## src/hdl/aess_cfg.svh

```systemverilog
`ifndef AESS_CFG_SVH
`define AESS_CFG_SVH

// ----------------------------------------------------------------------------
// Register map
// ----------------------------------------------------------------------------
`define AESS_ADDR_W            8
`define AESS_ERROR_SUMMARY_OFF 8'h44
`define AESS_ERROR_SUMMARY_RST 32'h0000_0000

// ----------------------------------------------------------------------------
// Field positions of the error summary register
// ----------------------------------------------------------------------------
`define AESS_SENT_HI           16
`define AESS_SENT_LO           13
`define AESS_ADAPTER_PEND_BIT  12
`define AESS_BUS_PEND_HI       11
`define AESS_BUS_PEND_LO       8
`define AESS_REPEAT_ERR_BIT    7
`define AESS_CMD_FAIL_BIT      6
`define AESS_ILLEGAL_CMD_BIT   3
`define AESS_PARITY_ERR_BIT    0

// ----------------------------------------------------------------------------
// Interrupt levels: index 0 is the lowest level served, index 3 the highest.
// ----------------------------------------------------------------------------
`define AESS_LEVEL_COUNT       4
`define AESS_ADAPTER_LEVEL     2'h3

`endif

```

## src/hdl/aess_pkg.sv

```systemverilog
`default_nettype none

package aess_pkg;

    // ------------------------------------------------------------------------
    // Types
    // ------------------------------------------------------------------------
    typedef logic [1:0] aess_level_t;
    typedef logic [3:0] aess_level_mask_t;

    typedef struct packed {
        aess_level_mask_t flags;
    } aess_flags_state_t;

    typedef struct packed {
        logic             parity_err;
        logic             illegal_cmd;
        logic             cmd_fail;
        logic             repeat_err;
        logic             ca_txn_err;
        logic             adapter_pend;
        aess_level_mask_t request;
        logic [31:0]      rd_data;
    } aess_main_state_t;

    // ------------------------------------------------------------------------
    // Helpers
    // ------------------------------------------------------------------------
    function automatic aess_level_mask_t level_mask(input aess_level_t level);
        level_mask = 4'h1 << level;
    endfunction

endpackage

`default_nettype wire

```

## src/hdl/aess_level_flags.sv

```systemverilog
`timescale 1ns/1ps
`default_nettype none

// One sticky flag per interrupt level; a set at a level wins over a clear
// arriving at that same level in the same cycle.
module aess_level_flags (
    input  wire logic                    clk,
    input  wire logic                    reset,
    input  wire logic                    set_valid,
    input  wire aess_pkg::aess_level_t   set_level,
    input  wire logic                    clear_valid,
    input  wire aess_pkg::aess_level_t   clear_level,
    output logic [3:0]                   flags
);

    aess_pkg::aess_flags_state_t state_reg;
    aess_pkg::aess_flags_state_t state_next;

    always_comb
    begin
        state_next = state_reg;
        if (clear_valid)
        begin
            state_next.flags = state_next.flags & ~aess_pkg::level_mask(clear_level);
        end
        if (set_valid)
        begin
            state_next.flags = state_next.flags | aess_pkg::level_mask(set_level);
        end
    end

    always_ff @(posedge clk)
    begin
        if (reset)
        begin
            state_reg <= '0;
        end
        else
        begin
            state_reg <= state_next;
        end
    end

    assign flags = state_reg.flags;

endmodule

`default_nettype wire

```

## src/hdl/aess_regs.sv

```systemverilog
// Notes on behaviour
// - The error summary register answers at byte offset 0x44 of the node register space.
// - Bits 16 to 13 read the four interrupt-sent flags, bit 16 for the highest level.
// - Per-level pending state combines the sent flags with the pending flags of bits 12 to 8.
// - Bit 12 is read-only, resets to zero and reads one while the adapter's own interrupt pends.
// - A pending bit of bits 11 to 8 sets on a received bus-side interrupt and holds until an identify at its level.
// - Bits 11 to 8 read the bus-side pending flags directly, bit 8 for the lowest level.
// - Bit 7 sets on a fetch parity error while bits 3 and 0 stand, and clears on a write of one.
// - A write-data parity error in the transaction whose command fetch failed does not set bit 7.
// - Bit 6 is read-only, resets to zero and with bit 0 marks a parity error on a command fetch.
// - Bit 0 records an internal module bus parity error seen by the fetch logic.
// - Bit 3 is write-one-to-clear and sets when an illegal processor command is decoded.

`timescale 1ns/1ps
`default_nettype none

`include "aess_cfg.svh"

module aess_regs (
    input  wire logic                     clk,
    input  wire logic                     reset,
    input  wire logic [`AESS_ADDR_W-1:0]  reg_addr,
    input  wire logic [31:0]              reg_wdata,
    input  wire logic                     reg_write,
    input  wire logic                     reg_read,
    output logic [31:0]                   reg_rdata,
    input  wire logic                     bus_int_recv,
    input  wire aess_pkg::aess_level_t    bus_int_level,
    input  wire logic                     adapter_int_raise,
    input  wire logic                     int_sent,
    input  wire aess_pkg::aess_level_t    int_sent_level,
    input  wire logic                     ident_valid,
    input  wire aess_pkg::aess_level_t    ident_level,
    input  wire logic                     fetch_done,
    input  wire logic                     fetch_is_ca,
    input  wire logic                     fetch_parity_err,
    input  wire logic                     illegal_cmd,
    output logic [3:0]                    interrupt_request
);

    // ------------------------------------------------------------------------
    // State
    // ------------------------------------------------------------------------
    aess_pkg::aess_main_state_t state_reg;
    aess_pkg::aess_main_state_t state_next;

    logic [3:0]  bus_pend;
    logic [3:0]  sent_flags;
    logic [3:0]  ident_mask;
    logic [3:0]  adapter_mask;
    logic        reg_hit;
    logic        hit_write;
    logic        fetch_err;
    logic        exempt_fetch;
    logic [31:0] reg_image;

    // ------------------------------------------------------------------------
    // Interrupt level flags
    // ------------------------------------------------------------------------
    // Identify clears the received flag at its level.
    aess_level_flags u_bus_pend (
        .clk         (clk),
        .reset       (reset),
        .set_valid   (bus_int_recv),
        .set_level   (bus_int_level),
        .clear_valid (ident_valid),
        .clear_level (ident_level),
        .flags       (bus_pend)
    );

    // Sent flags drop once the identify for that level has been served.
    aess_level_flags u_sent (
        .clk         (clk),
        .reset       (reset),
        .set_valid   (int_sent),
        .set_level   (int_sent_level),
        .clear_valid (ident_valid),
        .clear_level (ident_level),
        .flags       (sent_flags)
    );

    // ------------------------------------------------------------------------
    // Decode
    // ------------------------------------------------------------------------
    always_comb
    begin
        if (reg_addr == `AESS_ERROR_SUMMARY_OFF)
        begin
            reg_hit = 1'b1;
        end
        else
        begin
            reg_hit = 1'b0;
        end
    end

    assign hit_write    = reg_write && reg_hit;
    assign ident_mask   = ident_valid ? aess_pkg::level_mask(ident_level) : 4'h0;
    assign adapter_mask = state_reg.adapter_pend
                        ? aess_pkg::level_mask(`AESS_ADAPTER_LEVEL) : 4'h0;
    assign fetch_err    = fetch_done && fetch_parity_err;
    // A write-data fetch belongs to the transaction whose command fetch came last.
    assign exempt_fetch = !fetch_is_ca && state_reg.ca_txn_err;

    // ------------------------------------------------------------------------
    // Read image
    // ------------------------------------------------------------------------
    always_comb
    begin
        reg_image = `AESS_ERROR_SUMMARY_RST;
        reg_image[`AESS_SENT_HI:`AESS_SENT_LO] = sent_flags;
        reg_image[`AESS_ADAPTER_PEND_BIT] = state_reg.adapter_pend;
        reg_image[`AESS_BUS_PEND_HI:`AESS_BUS_PEND_LO] = bus_pend;
        reg_image[`AESS_REPEAT_ERR_BIT] = state_reg.repeat_err;
        reg_image[`AESS_CMD_FAIL_BIT] = state_reg.cmd_fail;
        reg_image[`AESS_ILLEGAL_CMD_BIT] = state_reg.illegal_cmd;
        reg_image[`AESS_PARITY_ERR_BIT] = state_reg.parity_err;
    end

    // ------------------------------------------------------------------------
    // Next state
    // ------------------------------------------------------------------------
    // Every flag applies its clear first and its set after, so an event in
    // the clearing cycle survives.
    always_comb
    begin
        state_next = state_reg;

        // The fetch qualifiers look at the flags as they stood before this
        // fetch, which is what makes the error a repeat.
        if (hit_write && reg_wdata[`AESS_REPEAT_ERR_BIT])
        begin
            state_next.repeat_err = 1'b0;
        end
        if (fetch_err && state_reg.illegal_cmd && state_reg.parity_err && !exempt_fetch)
        begin
            state_next.repeat_err = 1'b1;
        end

        if (fetch_done && fetch_is_ca)
        begin
            state_next.ca_txn_err = fetch_parity_err;
        end

        // The qualifier has no clear of its own; it follows the parity flag.
        if (hit_write && reg_wdata[`AESS_PARITY_ERR_BIT])
        begin
            state_next.parity_err = 1'b0;
            state_next.cmd_fail   = 1'b0;
        end
        if (fetch_err)
        begin
            state_next.parity_err = 1'b1;
        end
        if (fetch_err && fetch_is_ca)
        begin
            state_next.cmd_fail = 1'b1;
        end

        if (hit_write && reg_wdata[`AESS_ILLEGAL_CMD_BIT])
        begin
            state_next.illegal_cmd = 1'b0;
        end
        if (illegal_cmd)
        begin
            state_next.illegal_cmd = 1'b1;
        end

        if (ident_mask[`AESS_ADAPTER_LEVEL])
        begin
            state_next.adapter_pend = 1'b0;
        end
        if (adapter_int_raise)
        begin
            state_next.adapter_pend = 1'b1;
        end

        // A level still needs a request while something pends there and the
        // request has not gone out yet.
        state_next.request = (bus_pend | adapter_mask) & ~sent_flags;

        state_next.rd_data = 32'h0000_0000;
        if (reg_read && reg_hit)
        begin
            state_next.rd_data = reg_image;
        end
    end

    always_ff @(posedge clk)
    begin
        if (reset)
        begin
            state_reg <= '0;
        end
        else
        begin
            state_reg <= state_next;
        end
    end

    assign reg_rdata         = state_reg.rd_data;
    assign interrupt_request = state_reg.request;
endmodule

`default_nettype wire

```

## config.mk

```make
export PLATFORM = sky130hd
export DESIGN_NAME = aess_regs
export DESIGN_NICKNAME = d
export VERILOG_FILES = /design/src/hdl/aess_pkg.sv /design/src/hdl/aess_level_flags.sv /design/src/hdl/aess_regs.sv
export VERILOG_INCLUDE_DIRS = /design/src /design/src/hdl
export SDC_FILE = /design/constraint.sdc
export NUM_CORES = 1
export LEC_CHECK = 0
export ABC_AREA = 0
export BUFFER_PORTS_ARGS = -buffer_cell sky130_fd_sc_hd__clkbuf_2
export CORE_MARGIN = 5
export CORE_UTILIZATION = 40
export DETAILED_ROUTE_END_ITERATION = 6
export PLACE_DENSITY = 0.84
export SLEW_MARGIN = 20
export SYNTH_ARGS = -nofsm -noshare
export SYNTH_HDL_FRONTEND = slang
export SYNTH_SLANG_ARGS = --single-unit
export TNS_END_PERCENT = 1
```

## constraint.sdc

```tcl
create_clock -name clk -period 1.75 [get_ports clk]
set_input_delay 0.4375 -clock clk [delete_from_list [all_inputs] [get_ports clk]]
set_output_delay 0.4375 -clock clk [all_outputs]
set_load 0.02 [all_outputs]
```

==> flow_metrics.py, run 1 <==
metrics = {
    "timing": {
        "finClkSkew_ps": 9.198,
        "grt_setup_unrepaired": "no",
        "setup_slack_ps": 328.2,
        "fmax_ghz": 0.7033,
        "setup_viol": 0,
        "tns_ps": 0,
        "drv_slew": 0,
        "fin_crit_sh_pct": 81.24,
        "hold_viol_final": 0,
        "min_period_ps": 1422,
    },
    "logic_synthesis": {
        "yosysMostFrequentCell": "buf_4",
        "synth_top_family_by_area": "buffers and inverters",
        "yosys.area_share.simple_pct": 20.65,
        "synthTopCellsByCount": "36 x buf_4, 31 x dfxtp_1, 13 x and2_1",
        "synthArstFlopShare_pct": 0,
        "ys_types": 21,
        "ys.flop_type": "dfxtp_1",
        "synth_top_area_share_pct": 46.36,
        "synth_edf_count": 0,
        "yosysWarnings": 0,
        "synth_adder_area_share_pct": 0,
        "syn_area_sq_um": 1339,
        "ys_seq_area_share_pct": 46.36,
        "ys_ff_latch": 31,
        "synthMuxAreaShare_pct": 0,
        "syn_area_per_cell_sq_um": 9.563,
        "netlist_instances": 140,
        "synth_area_leaders": "dfxtp_1 46%, buf_4 20%, and2_1 6.1%",
        "post-synth-top-area-cell": "dfxtp_1",
        "synthXorXnorAreaFrac_pct": 0,
        "synth_compound_area_share_pct": 10.00,
    },
    "worst_setup_path": {
        "critPathArrivalTime_ps": 1640,
        "path_delay_family": "simple AND/OR/NAND/NOR gates",
        "cp.required_ps": 1970,
        "path_cells": "clkbuf_2, or4b_4, buf_4, o31ai_1, a21oi_1",
        "path_buf_inv": 2,
        "crit_slowest_cell": "or4b_4",
        "critPathKind": "in -> reg",
        "cpPeakStageDelay_ps": 550,
        "cp-end-kind": "register",
        "setup.worst_path.start_class": "input port",
        "cp_max_fo": 4,
    },
    "place": {
        "dp_slack_ps": -10.54,
        "hpwlAfterDp_mm": 2.015,
        "io_buffers": 45,
        "gp_congestion": 0.7382,
    },
    "die": {
        "die_height_um": 67.85,
        "io_pins": 94,
        "core_area_sq_um": 3284,
        "die-area_sq_um": 4604,
        "rows": 21,
        "dieWidth_um": 67.85,
        "start_util_pct": 40.76,
    },
    "clock_tree": {
        "cts_buffers": 5,
        "cts.reportedPaths.clkPinSlew_ps": 100,
        "ctsHoldBuffers": 0,
        "clock-sinks": 31,
        "clk_latency_ps": 330,
        "root_buffer": "clkbuf_4",
        "cts_tree": "done",
        "htree_levels": 2,
        "cts_setup_buffers": 0,
        "cts_resized": 0,
        "clk_path_buf_depth": 2,
    },
    "cells_and_area": {
        "syn2layout_area_growth_pct": 11.31,
        "layout.nets": 234,
        "largest_register_ffs": 13,
        "drive_above_1_share_pct": 34.46,
        "antenna_cells": 0,
    },
    "run": {
        "max-cap-violations": 0,
    },
    "global_routing": {
        "top_usage_layer": "met2",
        "grt_first_pass_wirelength_mm": 3.470,
        "grt_max_degree": 19,
        "met3_usage_pct": 4.433,
        "grt.overflow.total": 0,
        "track_usage_pct": 10.82,
        "grt_antenna_before_repair": 0,
        "first_global_vias": 843,
        "use_met2_pct": 16.28,
        "use_met1_pct": 10.95,
    },
    "drt": {
        "avgRoutedWirePerCell_um": 10.92,
        "drt-pass1-iter-count": 4,
        "wl_mm": 2.435,
        "drc_errors": 0,
        "drtIter0Drc": 12,
        "vias": 962,
        "vias_per_cell": 4.314,
        "ant_nets": 0,
    },
    "power": {
        "vdd_drop_max_uv": 356.7,
        "power_density_nw_per_um2": 845.0,
        "power_frac_comb_pct": 11.0,
        "intPower_mw": 0.9248,
        "switchingPower_mw": 0.3344,
        "switching_share_pct": 26.56,
        "power.leakage_nw": 0.7145,
        "clkPwrFrac_pct": 30.5,
        "pwr-share-seq_pct": 58.5,
    },
    "status": {
        "outcome": "finished, final reports clean",
    },
    "min_path": {
        "hp-class": "in -> reg",
    },
}
==> tightest hold or removal path: cells and delay by family <==
| family | cells | cell delay [ps] |
|---|---|---|
| buffers and inverters | 1 | 80 |
| and+or+nand+nor | 1 | 60 |
| AOI/OAI and AO/OA | 1 | 30 |
==> kinds of logic (layout without fill, tap and decap cells) <==
| family | count (synthesis) | after routing |
|---|---|---|
| AND/OR/NAND/NOR | 44 | 44 |
| buffers and inverters | 43 | 62 |
| flip-flops | 31 | 31 |
| AO/OA/AOI/OAI | 21 | 21 |
| other | 1 | 19 |
==> cell usage in the layout (no fill, tap or decap) <==
master and instances:
clkbuf_2 45, dfxtp_1 31, conb_1 19, and2_1 13
a21oi_1 10, nor2_1 8, nand2_1 8, nor3b_1 5
clkbuf_4 5, buf_4 5, a32oi_1 4, inv_1 4
o31ai_1 4, nand3b_1 3, clkinv_2 3, or4b_4 2
nand3_1 2, o21ai_0 2, nor4b_4 1, or3b_1 1
a211o_1 1, nor3_1 1
==> per-layer routing <==
| metal | part of all wire, % | wire, um | vias up |
|---|---|---|---|
| met1 | 36 | 868 | 432 |
| met4 | 4.3 | 104 | 0 |
| met2 | 51 | 1243 | 36 |
| li1 | - | - | 486 |
| met3 | 9.0 | 219 | 8 |
| met5 | 0 | 0 | - |
==> metrics by stage <==
| step | cell area (sq um) | hold slack, ps | util, % | std cells | power [mW] |
|---|---|---|---|---|---|
| final | 1490 | 308.2 | 45.37 | 223 | 1.259 |
| after CTS | 1490 | 298.9 | 45.37 | 223 | 1.275 |
| after global placement | 1438 | 423.9 | 43.77 | 215 | 0.8867 |
| after floorplan | 1406 | 405.7 | - | 158 | 0.8715 |
| after detailed placement | 1438 | 427.2 | 43.77 | 215 | 0.8915 |
| after global routing | 1490 | 303.1 | 45.37 | 223 | 1.323 |
==> path summary, 6_finish.rpt <==
kind	from	end	slack [ps]	depth (start not counted)
setup / recovery	reg_addr[5]	reg_image[0]$_SDFFE_PP0P_	330	5
hold / removal	adapter_int_raise	reg_image[12]$_SDFFE_PP0P_	310	3
setup reg to reg	reg_image[0]$_SDFFE_PP0P_	reg_image[7]$_SDFFE_PP0P_	940	3
hold reg to reg	u_sent.flags[2]$_SDFF_PP0_	interrupt_request[2]$_SDFF_PP0_	440	1
==> area by class of cell <==
type	count	area [sq um]
flip-flops and latches	31	620.6
multi-input cells	84	481.7
well taps	46	57.56
clock inverters	3	15.01
inverters	4	15.01
clock buffers	5	37.54
fillers	346	1794
repair buffers	50	262.8
==> power groups by stage <==
stage | combinational [mW] | sequential (mW) | clock (mW)
2_1_floorplan | 0.122 | 0.750 | 0
3_3_place_gp | 0.134 | 0.753 | 0
3_5_place_dp | 0.138 | 0.753 | 0
4_1_cts | 0.139 | 0.737 | 0.400
5_1_grt | 0.153 | 0.739 | 0.430
6_report | 0.139 | 0.736 | 0.384
No activity file was read; power rests on OpenSTA's default activity.
==> run 2: changes to the inputs <==
CORE_UTILIZATION = 36   (was 40)
PLACE_DENSITY = 0.8   (was 0.84)
clock period = 1.2 ns   (was 1.75 ns; I/O delays follow)
==> run 2 against run 1 <==
The run now ends with setup timing left. First-iteration DRC count grew 33%. Via count shrank 3.7%. Sequential power is 47% higher. Clock skew fell by 5.8 ps. Cell count stayed put. Cell area grew 3.0%. Sequential share of layout area is 1.2 points lower.
==> flow_metrics.py, run 2 (synthesis results as in run 1) <==
metrics = {
    "status": {
        "outcome": "finished with violations",
        "violations": "setup timing",
    },
    "clock_tree": {
        "cts_buffers": 5,
        "cts_tree": "done",
        "clock-sinks": 31,
        "cts.reportedPaths.clkPinSlew_ps": 60,
        "htree_levels": 2,
        "root_buffer": "clkbuf_8",
        "clk_path_buf_depth": 2,
        "ctsHoldBuffers": 0,
        "clk_latency_ps": 270,
    },
    "global_routing": {
        "grt_first_pass_wirelength_mm": 3.919,
        "grt.overflow.total": 0,
        "grt_max_degree": 19,
        "first_global_vias": 871,
        "grt_antenna_before_repair": 0,
        "track_usage_pct": 10.28,
    },
    "power": {
        "power_frac_comb_pct": 9.5,
        "total_power_mw": 2.143,
        "vdd_drop_max_uv": 555.6,
        "switchingPower_mw": 0.4878,
        "power_density_nw_per_um2": 1396,
        "clkPwrFrac_pct": 40.2,
        "power.leakage_nw": 0.7229,
        "intPower_mw": 1.655,
        "pwr-share-seq_pct": 50.3,
        "switching_share_pct": 22.77,
    },
    "drt": {
        "wl_mm": 2.497,
        "vias": 926,
        "drtIter0Drc": 16,
        "vias_per_cell": 4.152,
        "ant_nets": 0,
        "drc_errors": 0,
        "drt-pass1-iter-count": 5,
        "avgRoutedWirePerCell_um": 11.20,
    },
    "cells_and_area": {
        "drive_above_1_share_pct": 34.29,
        "layout_commonest_cell": "clkbuf_2",
        "syn2layout_area_growth_pct": 14.67,
        "layout.nets": 232,
        "largest_register_ffs": 13,
        "antenna_cells": 0,
        "n_fill_cell": 377,
        "fin_area_sq_um": 1535,
        "layout_common_cells": "45 x clkbuf_2, 31 x dfxtp_1, 19 x conb_1",
    },
    "timing": {
        "hold_viol_final": 0,
        "finClkSkew_ps": 3.382,
        "setup_viol": 16,
        "min_period_ps": 1326,
        "grt_setup_unrepaired": "yes",
        "setup_slack_ps": -126.1,
        "drv_slew": 0,
        "fin_crit_sh_pct": 110.5,
        "tns_ps": -1441,
        "fmax_ghz": 0.7541,
    },
    "min_path": {
        "min_from": "adapter_int_raise",
        "hold_end": "reg_image[12]$_SDFFE_PP0P_",
        "hp-class": "in -> reg",
        "min_path_cells": 3,
    },
    "worst_setup_path": {
        "reg2reg_slack_ps": 360,
        "timing.rr.start": "reg_image[0]$_SDFFE_PP0P_",
        "cp.required_ps": 1420,
        "reg2reg_to": "reg_image[7]$_SDFFE_PP0P_",
        "cp_max_fo": 12,
        "critPathKind": "in -> reg",
        "setup.worst_path.start_class": "input port",
        "rr_worst_depth": 3,
        "critPathArrivalTime_ps": 1540,
        "cp-end-kind": "register",
    },
    "die": {
        "die-area_sq_um": 5038,
        "start_util_pct": 36.85,
        "core_area_sq_um": 3633,
        "io_pins": 94,
        "dieWidth_um": 70.98,
        "die_height_um": 70.98,
        "rows": 22,
    },
    "place": {
        "dp_slack_ps": -399.2,
        "io_buffers": 45,
        "gp_congestion": 0.8106,
        "hpwlAfterDp_mm": 2.054,
        "dpl_cell_area_sq_um": 1425,
    },
    "run": {
        "max-cap-violations": 0,
    },
}
run 2: changes by cell type in the layout (fill, tap and decap cells not counted), sizes merged:
| cell | change |
|---|---|
| buf | -2 |
| clkbuf | +3 |
| clkinv | -3 |
run 2: how the worst max path moves through the flow:
stage | startpoint | to | slack (ps) | cells past startpoint
after global routing | reg_addr[3] | reg_rdata[9]$_SDFF_PP0_ | -150 | 5
after floorplan | reg_addr[3] | reg_rdata[16]$_SDFF_PP0_ | -290 | 4
after detailed placement | reg_addr[3] | reg_rdata[7]$_SDFF_PP0_ | -400 | 5
after global placement | reg_addr[3] | reg_rdata[10]$_SDFF_PP0_ | -360 | 5
final | reg_addr[5] | reg_rdata[9]$_SDFF_PP0_ | -130 | 5
after CTS | reg_addr[3] | reg_rdata[9]$_SDFF_PP0_ | -130 | 5
run 2: worst max-delay path, cell delays in order:
cell and delay (ps):
clkbuf_2 80, or4b_4 580, nor4b_4 250, buf_4 190, and2_1 140
run 2: cell type report:
class	count	area [sq um]	area share, %
multi-input combinational	84	491.7	32.03
timing repair buffer	48	247.7	16.14
sequential	31	620.6	40.42
clock buffer	8	100.1	6.520
tap	48	60.06	3.912
inverter	4	15.01	0.9780
run 2: layer usage:
layer  vias up  GRT usage, %  wire, um
li1        479             -         -
met1       410         10.86       968
met2        30         16.48      1285
met3         7         5.114       185
met4         0         6.054        58
met5         -             0         0
run 2: per-stage QoR:
stage / instances / hold slack [ps] / utilization [%]
2_1_floorplan: 158 / 406.3 / -
3_3_place_gp: 215 / 433.0 / 39.22
3_5_place_dp: 215 / 434.9 / 39.22
4_1_cts: 223 / 232.4 / 42.11
5_1_grt: 223 / 234.0 / 42.25
6_report: 223 / 241.0 / 42.25
run 2: power groups by stage:
stage | Sequential, mW | Combinational (mW) | Clock, mW
2_1_floorplan | 1.09 | 0.177 | 0
5_1_grt | 1.08 | 0.223 | 0.947
3_3_place_gp | 1.10 | 0.194 | 0
6_report | 1.08 | 0.203 | 0.861
3_5_place_dp | 1.10 | 0.200 | 0
4_1_cts | 1.08 | 0.202 | 0.884
run 2: what timing repair did:
| action | CTS | global route |
|---|---|---|
| hold endpoints to repair | 0 | 0 |
| cloned | 0 | 0 |
| gates resized for setup | 1 | 1 |
| buffers inserted | 0 | 0 |
| pin swaps | 1 | 0 |
| setup endpoints to repair | 16 | 16 |
==> run 3: changes to the inputs <==
CORE_UTILIZATION = 40   (was 36)
PLACE_DENSITY = 0.84   (was 0.8)
clock period = 1.4 ns   (was 1.2 ns; I/O delays follow)
==> run 3 against run 2 <==
Via count up 0.43%. Worst setup slack gained 160 ps. The run now ends clean. First-iteration DRC count up 110%. Cell count is 0.90% lower. Non-clock buffer count stayed put. Clock power is 35% lower. Cell area down 2.9%. Register-to-register slack better by 210 ps.
==> flow_metrics.py, run 3 (synthesis results as in run 1) <==
metrics = {
    "worst_setup_path": {
        "cp-end-kind": "register",
        "cp.required_ps": 1660,
        "critPathKind": "in -> reg",
        "crit_slowest_cell": "or4b_4",
        "path_buf_inv": 2,
        "cpPeakStageDelay_ps": 550,
        "path_delay_family": "simple AND/OR/NAND/NOR gates",
        "path_cells": "clkbuf_2, or4b_4, nor4b_4, buf_4, and2_1",
        "reg2reg_slack_ps": 570,
        "cp_max_fo": 13,
        "reg2reg_to": "reg_image[7]$_SDFFE_PP0P_",
        "setup.worst_path.start_class": "input port",
        "critPathArrivalTime_ps": 1620,
        "rr_worst_depth": 3,
        "timing.rr.start": "reg_image[0]$_SDFFE_PP0P_",
    },
    "cells_and_area": {
        "layout.nets": 232,
        "regArea_sq_um": 620.6,
        "drive_above_1_share_pct": 33.14,
        "layout_common_cells": "45 x clkbuf_2, 31 x dfxtp_1, 19 x conb_1",
        "fin_area_sq_um": 1491,
        "largest_register_ffs": 13,
        "multi_input_area_sq_um": 481.7,
        "syn2layout_area_growth_pct": 11.40,
        "n_fill_cell": 358,
        "antenna_cells": 0,
        "layout_commonest_cell": "clkbuf_2",
    },
    "global_routing": {
        "track_usage_pct": 10.56,
        "grt_first_pass_wirelength_mm": 3.422,
        "grt.overflow.total": 0,
        "grt_max_degree": 19,
        "met3_usage_pct": 6.404,
        "grt_antenna_before_repair": 0,
        "top_usage_layer": "met2",
        "use_met2_pct": 16.65,
        "use_met1_pct": 10.79,
        "first_global_vias": 804,
    },
    "clock_tree": {
        "clk_latency_ps": 310,
        "cts_buffers": 5,
        "ctsHoldBuffers": 0,
        "cts_setup_buffers": 0,
        "cts_resized": 0,
        "cts.reportedPaths.clkPinSlew_ps": 90,
        "root_buffer": "clkbuf_4",
        "clock-sinks": 31,
        "htree_levels": 2,
        "clk_path_buf_depth": 2,
        "cts_tree": "done",
    },
    "timing": {
        "grt_setup_unrepaired": "no",
        "setup_viol": 0,
        "finClkSkew_ps": 3.129,
        "min_period_ps": 1363,
        "hold_viol_final": 0,
        "fin_crit_sh_pct": 97.38,
        "holdWs_ps": 245.9,
        "tns_ps": 0,
        "drv_slew": 0,
        "fmax_ghz": 0.7335,
    },
    "drt": {
        "vias_per_cell": 4.208,
        "drtIter0Drc": 34,
        "avgRoutedWirePerCell_um": 10.63,
        "ant_nets": 0,
        "drt-pass1-iter-count": 4,
        "wl_mm": 2.350,
        "vias": 930,
        "drc_errors": 0,
    },
    "run": {
        "max-cap-violations": 0,
    },
    "power": {
        "vdd_drop_max_uv": 515.2,
        "total_power_mw": 1.652,
        "power_density_nw_per_um2": 1107,
        "power.leakage_nw": 0.7087,
    },
    "die": {
        "die-area_sq_um": 4604,
        "die_height_um": 67.85,
        "rows": 21,
        "io_pins": 94,
        "dieWidth_um": 67.85,
        "start_util_pct": 40.76,
        "core_area_sq_um": 3284,
    },
    "min_path": {
        "hp-class": "in -> reg",
        "min_path_cells": 3,
        "min_from": "adapter_int_raise",
        "hold_end": "reg_image[12]$_SDFFE_PP0P_",
    },
    "place": {
        "io_buffers": 45,
        "hpwlAfterDp_mm": 1.977,
        "gp_congestion": 0.7596,
        "dpl_cell_area_sq_um": 1423,
    },
    "status": {
        "outcome": "finished, final reports clean",
    },
}
## run 3: cell counts in the layout (fill, tap and decap cells not counted)
No cell type changed its count.
## run 3: how the worst max path moves through the flow
stage / cells after the start / to / start / slack [ps]
4_1_cts: 5 / reg_rdata[13]$_SDFF_PP0_ / reg_addr[3] / 50
2_1_floorplan: 4 / reg_rdata[16]$_SDFF_PP0_ / reg_addr[3] / -140
5_1_grt: 5 / reg_rdata[13]$_SDFF_PP0_ / reg_addr[3] / 10
3_3_place_gp: 5 / reg_rdata[7]$_SDFF_PP0_ / reg_addr[3] / -220
6_report: 5 / reg_rdata[13]$_SDFF_PP0_ / reg_addr[3] / 40
3_5_place_dp: 5 / reg_rdata[13]$_SDFF_PP0_ / reg_addr[3] / -290
## run 3: through the flow
| stage | util, % | cells | setup slack, ps |
|---|---|---|---|
| 5_1_grt | 45.41 | 221 | 13.81 |
| 2_1_floorplan | - | 158 | -135.3 |
| 6_report | 45.41 | 221 | 36.64 |
| 4_1_cts | 45.41 | 221 | 46.05 |
| 3_5_place_dp | 43.31 | 213 | -293.8 |
| 3_3_place_gp | 43.31 | 213 | -217.2 |
## run 3: final cells by class
type	count	area share [%]
sequential	31	41.61
timing repair buffer	48	16.61
inverter	4	1.007
clock buffer	8	4.614
multi-input combinational	84	32.30
tap	46	3.859
## run 3: power by group
group | internal, mW | switching, mW | total, mW
clock | 0.295 | 0.265 | 0.560
combinational | 0.0619 | 0.109 | 0.170
sequential | 0.907 | 0.0144 | 0.921
total | 1.26 | 0.388 | 1.65
## run 3: worst reg2reg max path, delay by kind of cell, from the launching register on
kind | cells | cell delay [ps]
and+or+nand+nor | 1 | 70
DFF | 1 | 360
AOI/OAI and AO/OA | 2 | 350
## run 3: routing by layer
metal	share of wire, %	up-vias	wire [um]
met1	36	415	847
li1	-	480	-
met3	8.6	4	203
met2	53	31	1256
met4	1.8	0	42
met5	0	-	0
